File: config.mk
export PLATFORM = sky130hd
export DESIGN_NAME = lzc_lane_regs
export DESIGN_NICKNAME = d
export VERILOG_FILES = /design/src/include/lzc_pkg.sv /design/src/rtl/lzc_lane_regs.sv /design/src/rtl/lzc_probe_seq.sv
export VERILOG_INCLUDE_DIRS = /design/src /design/src/include
export SDC_FILE = /design/constraint.sdc
export NUM_CORES = 1
export LEC_CHECK = 0
export ABC_AREA = 1
export BUFFER_PORTS_ARGS = -buffer_cell sky130_fd_sc_hd__buf_4
export CORE_AREA = 3 3 99 101
export CTS_CLUSTER_SIZE = 20
export DETAILED_ROUTE_END_ITERATION = 8
export DIE_AREA = 0 0 102 104
export PLACE_DENSITY_LB_ADDON = 0.3
export SYNTH_ARGS = -nofsm -noshare
export SYNTH_HDL_FRONTEND = slang
export SYNTH_SLANG_ARGS = --single-unit
File: constraint.sdc
create_clock -name clk -period 4.9 [get_ports clk]
set_input_delay 0.245 -clock clk [delete_from_list [all_inputs] [get_ports clk]]
set_output_delay 0.245 -clock clk [all_outputs]
set_load 0.03 [all_outputs]
File: src/include/lzc_params.svh
/*
 * Offsets, field positions, reset values and timing counts for the lane zero
 * control register bank. Assumes a 40 MHz core clock.
 */
`ifndef LZC_PARAMS_SVH
`define LZC_PARAMS_SVH

`define LZC_CLK_HZ            40000000
// Register offsets
`define LZC_OFS_SLAVE_CTRL    8'h06
`define LZC_OFS_OVERRIDE      8'h08
`define LZC_OFS_IDLE_TERM     8'h0E
`define LZC_OFS_EQ_LEVEL      8'h0F
`define LZC_OFS_SWING         8'h10
`define LZC_OFS_DEEMPH        8'h11
// Reset values
`define LZC_RST_IDLE_TERM     8'h00
`define LZC_RST_EQ_LEVEL      8'h2F
`define LZC_RST_SWING         8'hAD
`define LZC_RST_DEEMPH        8'h02
// Field positions
`define LZC_BIT_IDLE_AUTO     5
`define LZC_BIT_IDLE_MUTE     4
`define LZC_BIT_SHORT_PROT    7
`define LZC_BIT_RATE_SEL      6
`define LZC_BIT_REG_ENABLE    3
`define LZC_BIT_OVR_IDLE      4
`define LZC_BIT_OVR_TERM      3
`define LZC_BIT_OVR_MODE      2
// Probe timing
`define LZC_PROBE_MS          12
`define LZC_PROBE_LIMIT_MS    600
`define LZC_PROBE_CYCLES      ((`LZC_CLK_HZ / 1000) * `LZC_PROBE_MS)
`define LZC_PROBE_ATTEMPTS    (`LZC_PROBE_LIMIT_MS / `LZC_PROBE_MS)

`endif

File: src/include/lzc_pkg.sv
/*
 * Types shared by the lane zero control register bank.
 * Assumes the params header is included by each user.
 */
package lzc_pkg;
    typedef enum logic [1:0] {
        LZC_TERM_HIGHZ,
        LZC_TERM_AUTO_LIMITED,
        LZC_TERM_AUTO_FOREVER,
        LZC_TERM_FIXED_50
    } lzc_term_mode_e;

    typedef enum logic [1:0] {
        LZC_PRB_IDLE,
        LZC_PRB_WAIT,
        LZC_PRB_FOUND,
        LZC_PRB_STOPPED
    } lzc_prb_state_e;

    typedef logic [7:0] lzc_byte_t;
endpackage : lzc_pkg

File: src/rtl/lzc_lane_regs.sv
/*
 * Lane zero control registers with their byte-wide slave access port,
 * plus the override and checksum gates that steer the lane analog controls.
 * Assumes an upstream slave engine presents single-cycle byte reads/writes.
 */
`timescale 1ns/100ps
`default_nettype none
`include "lzc_params.svh"

// What this block does
// - Auto idle bit picks automatic idle detection
// - Mute bit forces output idle when manual
// - Code 00 high-z, code 11 fixed termination
// - Code 01 probes every 12 ms, fifty tries
// - Code 10 probes every 12 ms forever
// - Mode field beats external termination pin
// - Equalizer level eight bits, resets 0x2F
// - Swing bit 7 enables short protection
// - Bit 6 picks older generations, overrides pin
// - Swing code selects 0.7 to 1.4 V
// - Status bit 7 reports receiver found
// - Bits 6:5 report detected rate class
// - De-emphasis code selects eight levels, default 010
// - De-emphasis resets 0x02, status read-only
// - Writes need checksum unless register enable set
// - Global override gates termination field use
// - Global idle override gates idle fields
// - Global mode override gates rate select
module lzc_lane_regs
    import lzc_pkg::*;
#(
    parameter int unsigned PROBE_CYCLES = `LZC_PROBE_CYCLES
) (
    input  wire logic       clk,               // Core clock
    input  wire logic       resetn,            // Async reset, low
    input  wire logic       reg_wr,            // Byte write strobe
    input  wire logic       reg_rd,            // Byte read strobe
    input  wire logic [7:0] reg_addr,          // Register offset
    input  wire logic [7:0] reg_wdata,         // Write data
    input  wire logic [7:0] slave_ctrl,        // Slave control register value
    input  wire logic [7:0] override_ctrl,     // Override pin control value
    input  wire logic       checksum_ok,       // Checksum register correct
    input  wire logic [1:0] term_pin_mode,     // External termination pin
    input  wire logic       mode_pin_gen12,    // External mode pin level
    input  wire logic       mode_pin_auto,     // Mode pin in automatic
    input  wire logic       signal_idle,       // Signal detect says idle
    input  wire logic       detect_hit,        // Far-end probe result
    input  wire logic [1:0] rate_detected,     // Rate class from detector
    output logic [7:0]      reg_rdata,         // Read data
    output logic            reg_rvalid,        // Read data valid
    output logic            out_muted,         // Output in electrical idle
    output logic            in_terminated,     // Input 50 ohm on
    output logic            probe_pulse,       // Probe attempt
    output logic [7:0]      eq_level,          // Equalizer level
    output logic            short_protect,     // Short protection on
    output logic            rate_gen12,        // Gen 1/2 selected
    output logic [2:0]      swing_code,        // Output swing code
    output logic [2:0]      deemph_code        // De-emphasis code
);
    typedef struct packed {
        lzc_byte_t   idle_term;
        lzc_byte_t   eq_level;
        lzc_byte_t   swing;
        logic [1:0]  deemph_rsvd;
        logic [2:0]  deemph_code;
        lzc_byte_t   rdata;
        logic        rvalid;
        logic        muted;
        logic        gen12;
        logic [1:0]  rate_seen;
        logic        restart;
    } lzc_reg_s;

    lzc_reg_s   r;
    lzc_reg_s   next_r;
    logic       found;
    logic       seq_term;
    logic       seq_pulse;
    logic       wr_ok;
    logic [1:0] eff_mode;

    // Field byte of the status register, used only by the read mux
    function automatic lzc_byte_t deemph_byte(input logic fnd, input logic [1:0] rate,
                                              input logic [1:0] rsvd, input logic [2:0] code);
        deemph_byte = {fnd, rate, rsvd, code};
    endfunction : deemph_byte

    // Writes pass only with register enable or a correct checksum
    assign wr_ok = reg_wr && (slave_ctrl[`LZC_BIT_REG_ENABLE] || checksum_ok);

    // Register field wins over the pin only under global override
    assign eff_mode = override_ctrl[`LZC_BIT_OVR_TERM] ? r.idle_term[3:2] : term_pin_mode;

    lzc_probe_seq #(
        .PROBE_CYCLES (PROBE_CYCLES)
    ) u_probe (
        .clk         (clk),
        .resetn      (resetn),
        .mode        (eff_mode),
        .restart     (r.restart),
        .detect_hit  (detect_hit),
        .probe_pulse (seq_pulse),
        .found       (found),
        .terminate   (seq_term)
    );

    // Register writes, read mux and derived controls
    always_comb begin
        next_r = r;
        next_r.restart = 1'b0;
        next_r.rvalid = reg_rd;
        if (wr_ok) begin
            case (reg_addr)
                `LZC_OFS_IDLE_TERM: begin
                    next_r.idle_term = reg_wdata;
                    next_r.restart = reg_wdata[3:2] != r.idle_term[3:2];
                end
                `LZC_OFS_EQ_LEVEL: next_r.eq_level = reg_wdata;
                `LZC_OFS_SWING:    next_r.swing = reg_wdata;
                `LZC_OFS_DEEMPH: begin
                    next_r.deemph_rsvd = reg_wdata[4:3];
                    next_r.deemph_code = reg_wdata[2:0];
                end
                default: next_r.restart = 1'b0;
            endcase
        end
        // Rate class report only means something in automatic mode
        next_r.rate_seen = mode_pin_auto ? rate_detected : 2'b00;
        if (reg_rd) begin
            case (reg_addr)
                `LZC_OFS_IDLE_TERM: next_r.rdata = r.idle_term;
                `LZC_OFS_EQ_LEVEL:  next_r.rdata = r.eq_level;
                `LZC_OFS_SWING:     next_r.rdata = r.swing;
                `LZC_OFS_DEEMPH:    next_r.rdata = deemph_byte(found, r.rate_seen,
                                                   r.deemph_rsvd, r.deemph_code);
                default:            next_r.rdata = 8'h00;
            endcase
        end
        // Mute decision: registers only under global idle override
        if (!override_ctrl[`LZC_BIT_OVR_IDLE]) begin
            next_r.muted = signal_idle;
        end else if (r.idle_term[`LZC_BIT_IDLE_AUTO]) begin
            next_r.muted = signal_idle;
        end else begin
            next_r.muted = r.idle_term[`LZC_BIT_IDLE_MUTE];
        end
        next_r.gen12 = override_ctrl[`LZC_BIT_OVR_MODE] ? r.swing[`LZC_BIT_RATE_SEL]
                                                        : mode_pin_gen12;
    end

    always_ff @(posedge clk or negedge resetn) begin
        if (!resetn) begin
            r <= '{idle_term: `LZC_RST_IDLE_TERM, eq_level: `LZC_RST_EQ_LEVEL,
                   swing: `LZC_RST_SWING, deemph_rsvd: 2'h0, deemph_code: 3'h2,
                   rdata: 8'h00, rvalid: 1'b0, muted: 1'b0, gen12: 1'b0,
                   rate_seen: 2'h0, restart: 1'b0};
        end else begin
            r <= next_r;
        end
    end

    assign reg_rdata     = r.rdata;
    assign reg_rvalid    = r.rvalid;
    assign out_muted     = r.muted;
    assign in_terminated = seq_term;
    assign probe_pulse   = seq_pulse;
    assign eq_level      = r.eq_level;
    assign short_protect = r.swing[`LZC_BIT_SHORT_PROT];
    assign rate_gen12    = r.gen12;
    assign swing_code    = r.swing[2:0];
    assign deemph_code   = r.deemph_code;

    // Antecedents skip the release edge, where the flops still sit in reset
    a_manual_mute: assert property (@(posedge clk) disable iff (!resetn)
        resetn && override_ctrl[4] && !r.idle_term[5] |=> out_muted == $past(r.idle_term[4]))
        else $error("manual mute not followed");
    a_auto_idle: assert property (@(posedge clk) disable iff (!resetn)
        resetn && override_ctrl[4] && r.idle_term[5] |=> out_muted == $past(signal_idle))
        else $error("auto idle not followed");
    a_idle_gate: assert property (@(posedge clk) disable iff (!resetn)
        resetn && !override_ctrl[4] |=> out_muted == $past(signal_idle))
        else $error("idle ignored signal detect");
    a_write_gate: assert property (@(posedge clk) disable iff (!resetn)
        reg_wr && reg_addr == 8'h0F && !slave_ctrl[3] && !checksum_ok |=> $stable(eq_level))
        else $error("unchecked write landed");
    a_eq_write: assert property (@(posedge clk) disable iff (!resetn)
        reg_wr && reg_addr == 8'h0F && slave_ctrl[3] |=> eq_level == $past(reg_wdata))
        else $error("equalizer write lost");
    a_status_ro: assert property (@(posedge clk) disable iff (!resetn)
        reg_rd && reg_addr == 8'h11 |=> reg_rdata[7] == $past(found) && reg_rvalid)
        else $error("status bit misreported");
    a_rate_gate: assert property (@(posedge clk) disable iff (!resetn)
        resetn && override_ctrl[2] |=> rate_gen12 == $past(r.swing[6]))
        else $error("rate select not applied");
    a_rate_pin: assert property (@(posedge clk) disable iff (!resetn)
        resetn && !override_ctrl[2] |=> rate_gen12 == $past(mode_pin_gen12))
        else $error("mode pin not followed");
    a_term_pin: assert property (@(posedge clk) disable iff (!resetn)
        resetn && !override_ctrl[3] && term_pin_mode == 2'b11 |=> in_terminated)
        else $error("pin termination ignored");
endmodule : lzc_lane_regs
`default_nettype wire

File: src/rtl/lzc_probe_seq.sv
/*
 * Far-end receiver probe sequencer for lane zero.
 * Assumes detect_hit is synchronous to clk and sampled after each probe pulse.
 */
`timescale 1ns/100ps
`default_nettype none
`include "lzc_params.svh"

module lzc_probe_seq
    import lzc_pkg::*;
#(
    parameter int unsigned PROBE_CYCLES = `LZC_PROBE_CYCLES
) (
    input  wire logic       clk,          // Core clock
    input  wire logic       resetn,       // Async reset, low
    input  wire logic [1:0] mode,         // Effective detect mode
    input  wire logic       restart,      // Mode field written with a new code
    input  wire logic       detect_hit,   // Probe result
    output logic            probe_pulse,  // One probe attempt
    output logic            found,        // Receiver found
    output logic            terminate     // 50 ohm applied
);
    typedef struct packed {
        lzc_prb_state_e st;
        logic [22:0]    tick;
        logic [5:0]     tries;
        logic           probe_pulse;
        logic           found;
        logic           terminate;
    } lzc_prb_s;

    localparam logic [5:0] LAST_TRY = 6'(`LZC_PROBE_ATTEMPTS);

    lzc_prb_s cur;
    lzc_prb_s next_cur;

    // Sequencer; a restart always wins over any probe in flight
    always_comb begin
        next_cur = cur;
        next_cur.probe_pulse = 1'b0;
        case (cur.st)
            LZC_PRB_IDLE: begin
                next_cur.tick = 23'h000000;
                next_cur.tries = 6'h00;
                if (mode == 2'b01 || mode == 2'b10) begin
                    next_cur.st = LZC_PRB_WAIT;
                end
            end
            LZC_PRB_WAIT: begin
                if (detect_hit && cur.tries != 6'h00) begin
                    next_cur.st = LZC_PRB_FOUND;
                    next_cur.found = 1'b1;
                end else if (cur.tick == 23'(PROBE_CYCLES - 1)) begin
                    next_cur.tick = 23'h000000;
                    if (mode == 2'b01 && cur.tries == LAST_TRY) begin
                        next_cur.st = LZC_PRB_STOPPED;
                    end else begin
                        next_cur.probe_pulse = 1'b1;
                        if (cur.tries != LAST_TRY) begin
                            next_cur.tries = cur.tries + 6'h01; // Saturates
                        end
                    end
                end else begin
                    next_cur.tick = cur.tick + 23'h000001;
                end
            end
            LZC_PRB_FOUND: next_cur.found = 1'b1;
            LZC_PRB_STOPPED: next_cur.found = 1'b0;
            default: next_cur.st = LZC_PRB_IDLE;
        endcase
        if (restart || mode == 2'b00 || mode == 2'b11) begin
            next_cur.st = LZC_PRB_IDLE;
            next_cur.found = 1'b0;
            next_cur.probe_pulse = 1'b0;
        end
        next_cur.terminate = (mode == 2'b11) || next_cur.found;
    end

    always_ff @(posedge clk or negedge resetn) begin
        if (!resetn) begin
            cur <= '{st: LZC_PRB_IDLE, tick: 23'h000000, tries: 6'h00,
                     probe_pulse: 1'b0, found: 1'b0, terminate: 1'b0};
        end else begin
            cur <= next_cur;
        end
    end

    assign probe_pulse = cur.probe_pulse;
    assign found       = cur.found;
    assign terminate   = cur.terminate;

    // Antecedents skip the release edge, where the flops still sit in reset
    a_probe_saturate: assert property (@(posedge clk) disable iff (!resetn)
        cur.tries <= LAST_TRY) else $error("probe count passed its limit");
    a_restart_clears: assert property (@(posedge clk) disable iff (!resetn)
        restart |=> !found) else $error("restart left found set");
    a_fixed_term: assert property (@(posedge clk) disable iff (!resetn)
        resetn && mode == 2'b11 |=> terminate) else $error("fixed code lost termination");
    a_highz_term: assert property (@(posedge clk) disable iff (!resetn)
        resetn && mode == 2'b00 |=> !terminate) else $error("high-z code terminated");
endmodule : lzc_probe_seq
`default_nettype wire

**Yosys cells after proc, flatten, opt, wreduce, memory -nomap -nowiden**

Cells that the tools add are included.

- Equality and inequality tests: 21
- Muxes and demuxes: 23
- Add/sub/neg operators: 2
- Reductions and logical operators: 20

Operators with widths:

| kind | number |
|---|---|
| 31-bit one-hot mux with 2 select lines | 1 |
| 8-bit one-hot mux with 4 select lines | 1 |
| 30-bit 2-to-1 mux | 1 |
| 23-bit by 1-bit adder with 23-bit output (second input constant) | 1 |
| 23-bit by 19-bit == test with 1-bit output (second input constant) | 1 |
| 23-bit 2-to-1 mux | 1 |
| 8-bit by 4-bit == test with 1-bit output (second input constant) | 2 |
| 8-bit by 5-bit == test with 1-bit output (second input constant) | 2 |
| 2-bit 2-to-1 mux | 8 |
| 7-bit 2-to-1 mux | 2 |
| 2-bit AND reduction | 5 |
| 2-bit == test (second input constant) | 4 |
| 4-bit by 1-bit inequality test with 1-bit output (second input constant) | 2 |
| 1-bit 2-to-1 mux | 7 |
| 6-bit by 1-bit adder with 6-bit output (second input constant) | 1 |
| 6-bit == test (second input constant) | 1 |
| 6-bit 2-to-1 mux | 1 |
| 6-bit inequality test (second input constant) | 1 |
| 6-bit nonzero test | 1 |
| 1-bit logical OR | 5 |
| 5-bit AND reduction | 1 |
| 2-bit by 1-bit == test with 1-bit output (second input constant) | 2 |
| 2-bit zero test | 2 |
| 2-bit by 1-bit inequality test with 1-bit output (second input constant) | 2 |
| other kinds (8) | 11 |

- Register bits after elaboration: 77
- Bits of input ports: 45

**Longest topological paths before layout**

- Word-level depth: 9
- Gate-level depth with buffers: 14

**Cells and area by module**

From an unflattened synthesis, not the netlist that was laid out.

- Cells, all modules: 581
- Area total of the unflattened synthesis: 4619.4 um^2

Modules (own cells, without submodules):

| module | instances | seq. area each (um^2) | cells an instance | area an instance (um^2) |
|---|---|---|---|---|
| lzc_lane_regs | 1 | 1089.8 | 251 | 2343.5 |
| lzc_probe_seq | 1 | 850.8 | 330 | 2275.9 |

**Worst setup path after synthesis**

OpenSTA, ideal clock, no wires.

- Kind: register to register
- Start: reg r[37] in the netlist's numbering
- End: reg u_probe.cur[33] in the netlist's numbering
- Data arrival time: 1472 ps
- Cell stages (with the launch flop): 14
- Path slack: 3299 ps
- Library setup time: 129 ps
- Buffers on the path: 0
- Period minus slack after synthesis: 1601 ps
- Cells stage by stage: dfrtp_1 inv_1 nand2_1 o21ai_0 inv_1 ha_1 inv_1 nand2_1 nor2_1 nand3_1 nand2_1 inv_1 nand3_1 o21ai_0

- Word-level cells in the longest chain between the ends: 6
- Elaborated cells on any way between the ends: 15
- Classes of those cells: eq/ne: 6; mux: 2; reduce/logical: 7

Ends and longest elaborated chain:

| element | RTL line | RTL |
|---|---|---|
| from (decl) | lzc_lane_regs.sv:74 | `lzc_reg_s r;` |
| from (signal assigned) | lzc_lane_regs.sv:153 | `` r <= '{idle_term: `LZC_RST_IDLE_TERM, eq_level: `LZC_RST_EQ_LEVEL, `` |
| from (signal assigned) | lzc_lane_regs.sv:158 | `r <= next_r;` |
| 2-bit 2-to-1 mux * | lzc_lane_regs.sv:92 | `` assign eff_mode = override_ctrl[`LZC_BIT_OVR_TERM] ? r.idle_term[3:2] : term_pin_mode; `` |
| 2-bit zero test | lzc_probe_seq.sv:71 | `if (restart \|\| mode == 2'b00 \|\| mode == 2'b11) begin` |
| 1-bit logical OR (2 in series) | lzc_probe_seq.sv:71 |  |
| 4-bit by 1-bit inequality test with 1-bit output (no line), or another cell as far along | -- |  |
| 4-bit AND reduction (no line) | -- |  |
| to (signal assigned) | lzc_probe_seq.sv:81 | `cur <= '{st: LZC_PRB_IDLE, tick: 23'h000000, tries: 6'h00,` |
| to (signal assigned) | lzc_probe_seq.sv:84 | `cur <= next_cur;` |
| to (decl) | lzc_probe_seq.sv:34 | `lzc_prb_s cur;` |

Mark *: on every way between the ends. The rest lies on a longest branch, timed or not.
A chain may end at the register's enable or synchronous reset.

**Worst setup path after layout**

- Start: reg u_probe.cur[3] in the netlist's numbering
- End: reg u_probe.cur[18] in the netlist's numbering

- Word-level cells in the longest chain between the ends: 4

Ends and longest elaborated chain:

| element | RTL line | RTL |
|---|---|---|
| 6-bit nonzero test | lzc_probe_seq.sv:50 | `if (detect_hit && cur.tries != 6'h00) begin` |
| 1-bit logical AND | lzc_probe_seq.sv:50 |  |
| 2-bit inequality test (no line) | -- |  |
| 2-bit AND reduction (no line) | -- |  |

No other way between the ends.

==> results.md <==
Status:
- The flow ran to the end, and the final reports show no timing, DRC or antenna violations.

Logic synthesis:
- The post-synthesis instance area is 0.00446 sq mm.
- The synthesized-area fraction occupied by ao, oa, aoi and oai cells is approximately 8.5%.
- The xor/xnor share of the synthesized area is under 10%.
- The fraction of synthesized area in multiplexers is 0.477%.
- Of the synthesized area, sequential elements account for 43.5%.
- The library cell occupying the most area in the post-synthesis netlist is sky130_fd_sc_hd__dfrtp_1.
- In this run, synthesis produced a sequential element count of 77.
- The synthesized netlist devotes 32.8% of its cell area to simple gates.
- The average cell area after synthesis is ~7.4 sq um.
- The synthesized design devotes to its leading area cell type 37.0% of total area.
- The most frequently used cell type in the post-synthesis netlist is sky130_fd_sc_hd__nand2_1.
- The commonest cells after synthesis are 194 x sky130_fd_sc_hd__nand2_1, 66 x sky130_fd_sc_hd__dfrtp_1, 64 x sky130_fd_sc_hd__inv_1.
- The count of flip-flops with a built-in enable after synthesis is 0.
- The combinational family with the most area after synthesis is simple AND/OR/NAND/NOR gates.
- When the netlist entered floorplanning its net count stood at 652.
- Synthesis produced 600 cells.
- Summing the areas of all fa, ha and maj instances in the mapped netlist gives under 10% of the synthesized area.
- Counting distinct cell types in the post-synthesis netlist gives 37.
- In the synthesized netlist the dominant register cell turns out to be sky130_fd_sc_hd__dfrtp_1.
- The number of warnings reported in the yosys synthesis log is 0.
- Sorting the synthesized cells by area gives the leading types as sky130_fd_sc_hd__dfrtp_1 37%, sky130_fd_sc_hd__nand2_1 16%, sky130_fd_sc_hd__dfstp_2 6.5%, sky130_fd_sc_hd__o21ai_0 6.3%, sky130_fd_sc_hd__inv_1 5.4%.
- The share of async-settable or async-resettable flops after synthesis is between 90% and 100%.

STA:
- Setup repair after global routing left no endpoint under its margin.
- The remaining max-slew budget at the tightest pin is around a third.
- The worst path needs between 1.5 and 2 ns of the cycle, external delays included.
- The transition time of the tightest slew-check pin is 0.981 ns.
- Across the routed clock network, the largest skew measured is ~0.012 ns.
- After layout, the worst path uses about 40% of the clock period.
- Setup violations remaining at the end of the flow were counted as 0.
- In the final timing run, aggregate negative setup slack is 0 ns.
- The hold violation count in the final report is 0.
- The achievable frequency is between 500 and 600 MHz.
- The number of max-slew violations in the final report is 0.

Finish:
- The fraction of final layout cells sized beyond drive strength 1 is a little under a fifth.
- 0 antenna diodes ended up in the layout.
- Excluding fillers, the count of instances in the completed layout stands at 755.
- In the final design database the tool counted slightly below 700 nets.
- The signed area change from the synthesized netlist to the final layout is 13.2%.

Clock network:
- In this run the clock root is driven by a sky130_fd_sc_hd__clkbuf_8.
- The clock latency at the later pin of the worst-skew pair is around 0.35 ns.
- The largest buffer count on any clock path is 2.
- Buffers inserted during clock tree synthesis total 9.
- The post-cts resize count is 0.
- In this run, post-CTS hold repair placed 0 buffers.
- Once the clock tree was built, the setup fixing pass inserted 0 buffers.
- After clock tree synthesis, the clock-pin slew on the worst setup and hold paths is roughly 0.090 ns.
- The CTS tree is done.
- The clock tree synthesis step divided the H-tree into 3 levels.
- The number of sinks driven by the clock tree is 77.

Detailed routing:
- In the routed design, unresolved DRC markers number 0.
- The final routed wirelength across all metal layers is ~10 mm.
- The detailed-router iteration count before antenna repair is 5.
- The starting DRC count in detailed routing is roughly 200.
- The detail route stage leaves a number of antenna-violating nets equal to 0.
- The number of vias per cell after detailed routing is 5.29.
- The average detailed-routed wire length per instance is around 13 um.
- The routed layout has around 4000 vias.

Power:
- For this design the static power due to leakage is 0.00261 uW.
- The power density of the placed cells is ~310 mW/mm^2.
- The switching power share of the total is between 30% and 40%.
- The internal power of the cells totals around 1100 uW.
- The switching power is around 470 uW.
- The portion of total power attributed to the clock network is between 30 and 40%.
- The relative contribution of combinational cells to total power is between 10% and 20%.
- The highest ir drop seen on vdd is ~0.17 mV.
- In this run, flip-flops and latches consume between 40% and 50% of the power.

Worst hold path:
- The path class of the tightest hold or removal check is primary input to async pin.

Floorplan:
- The die extent in x is roughly 100 um.
- In this run the vertical extent of the chip is around 100 um.
- The floorplan has 35 rows.
- The core footprint is 0.00911 sq mm.
- For this configuration, the core starts out at a cell density of about half.
- 73 I/O pins were placed.
- The die covers between 0.01 and 0.015 sq mm.

Global routing:
- The leftover overflow at the end of global routing is 0.
- The total routing resource utilization after global routing is a little under 20%.
- The initial antenna violation count is 0.
- The maximum number of pins on one net before global-route repair is a little under 80.
- The number of global-route vias before repair came to 3817.
- The first global-routing pass estimated ~17 mm of wire.

Setup path:
- The maximum fanout encountered on the critical timing path is 17.
- The worst setup path is launched from a flop.
- The slowest stage of the critical path belongs to the cell sky130_fd_sc_hd__dfrtp_1.
- In this design, the stage delay of the slowest critical-path cell is 0.42 ns.
- The required arrival time at the worst endpoint is 5.14 ns.
- Traced cell by cell, the critical path runs through inv_1 -> ha_1 -> nand3_1 -> nand2_2 -> inv_2 -> nand2_2 -> nand2_4 -> inv_2 -> nand3_1 -> nand2_1 -> nor2_1.
- At the worst endpoint, the arrival time is 2.20 ns.
- The kind of cell with the highest combined delay on the critical path is simple AND/OR/NAND/NOR gates.
- By startpoint and endpoint, the worst setup path is classified as flop to flop.
- STA classifies the critical path endpoint as a flop.
- The number of buffer and inverter stages on the critical path is 3.

Placement:
- The count of input and output buffers is 60.
- The final weighted congestion in routability-driven placement is 0.919.
- Summed over all nets, the half-perimeter wirelength after detailed placement is 7.19 mm.
- The cell total after placement is about 740.

Flow run:
- The tool flagged a number of max-cap violations equal to 0.
metal layers:
layer / vias to the layer above / global-route usage (%) / share of wire (%)
met5: - / 0 / 0
met4: 0 / 7.78 / 1.6
met3: 14 / 2.68 / 4.9
met2: 119 / 32.0 / 49
met1: 1898 / 26.5 / 45
li1: 1960 / - / -
area by class of cell:
class,instances,area [sq um]
clock buffers,13,159
clock inverters,3,68.8
fillers,866,4060
inverters,68,255
multi-input cells,423,2030
flip-flops and latches,77,1940
well taps,111,139
repair buffers,60,450
worst register-to-register path, cell delays in order, from the launching register on:
cell	delay [ns]
sky130_fd_sc_hd__dfrtp_1	0.42
sky130_fd_sc_hd__inv_1	0.12
sky130_fd_sc_hd__ha_1	0.15
sky130_fd_sc_hd__nand3_1	0.08
sky130_fd_sc_hd__nand2_2	0.27
sky130_fd_sc_hd__inv_2	0.12
sky130_fd_sc_hd__nand2_2	0.11
sky130_fd_sc_hd__nand2_4	0.14
sky130_fd_sc_hd__inv_2	0.21
sky130_fd_sc_hd__nand3_1	0.10
sky130_fd_sc_hd__nand2_1	0.07
sky130_fd_sc_hd__nor2_1	0.04
cell families (layout without fill, tap and decap cells):
logic type / after synthesis / after routing
muxes: 2 / 2
and+or+nand+nor: 332 / 332
adders and majority gates: 7 / 7
xor gates and xnor gates: 10 / 10
buffers and inverters: 100 / 144
AOI/OAI and AO/OA: 72 / 72
DFF: 77 / 77
power groups by stage:
stage	combinational, uW	sequential, uW	clock [uW]
2_1_floorplan	198	709	0
3_5_place_dp	290	711	0
4_1_cts	292	699	563
6_report	289	699	553
3_3_place_gp	282	709	0
5_1_grt	324	703	585
state kept, by name (all words and copies together), names as in the netlist:
name                 count
u_probe.cur             31
r                       17
eq_level                 8
reg_rdata                8
deemph_code              3
swing_code               3
out_muted                1
rate_gen12               1
reg_rvalid               1
short_protect            1
u_probe.found            1
u_probe.probe_pulse      1
u_probe.terminate        1
final timing paths:
check                                       from              end  slack (ns)  depth (start not counted)
worst min register to register      reg_rdata[2]     reg_rdata[2]        0.48                          2
worst max register to register    u_probe.cur[3]  u_probe.cur[18]        2.94                         11
worst max-delay path              u_probe.cur[3]  u_probe.cur[18]        2.94                         11
min in group clk                rate_detected[0]             r[1]        0.09                          3
max in group asynchronous                 resetn   deemph_code[0]        4.20                          1
worst min-delay path                      resetn   u_probe.cur[8]        0.05                          1
stage by stage:
stage | instance area [sq um] | utilization [%] | hold slack [ns] | setup WS, ns | total power, uW
4_1_cts | 5050 | 55.4 | 0.0738 | 2.93 | 1550
3_5_place_dp | 4820 | 52.9 | 0.444 | 2.96 | 1000
3_3_place_gp | 4820 | 52.9 | 0.439 | 2.99 | 991
6_report | 5050 | 55.4 | 0.0515 | 2.94 | 1540
5_1_grt | 5050 | 55.4 | 0.0980 | 2.76 | 1610
2_1_floorplan | 4460 | - | -0.0506 | 3.30 | 907
cells in the final DEF (no fill, tap or decap), types with 2 or more instances in the layout:
cell                        instances
sky130_fd_sc_hd__nand2_1          194
sky130_fd_sc_hd__dfrtp_1           66
sky130_fd_sc_hd__inv_1             64
sky130_fd_sc_hd__buf_4             60
sky130_fd_sc_hd__o21ai_0           56
sky130_fd_sc_hd__nor2_1            50
sky130_fd_sc_hd__nand3_1           38
sky130_fd_sc_hd__clkbuf_8          11
sky130_fd_sc_hd__dfstp_2           11
sky130_fd_sc_hd__nand4_1           10
sky130_fd_sc_hd__nand2_2            9
sky130_fd_sc_hd__nor3_1             8
sky130_fd_sc_hd__xor2_1             8
sky130_fd_sc_hd__ha_1               7
sky130_fd_sc_hd__o21ai_1            6
sky130_fd_sc_hd__nor2_2             5
sky130_fd_sc_hd__inv_2              4
sky130_fd_sc_hd__nand3_2            4
sky130_fd_sc_hd__nand3b_1           4
sky130_fd_sc_hd__a21oi_1            4
sky130_fd_sc_hd__and2_1             2
sky130_fd_sc_hd__o21a_1             2
sky130_fd_sc_hd__nor3_2             2
sky130_fd_sc_hd__xnor2_1            2
sky130_fd_sc_hd__or2_2              2
sky130_fd_sc_hd__clkbuf_1           2
sky130_fd_sc_hd__bufinv_16          2
Note: power is estimated with default switching activity, not from simulation.
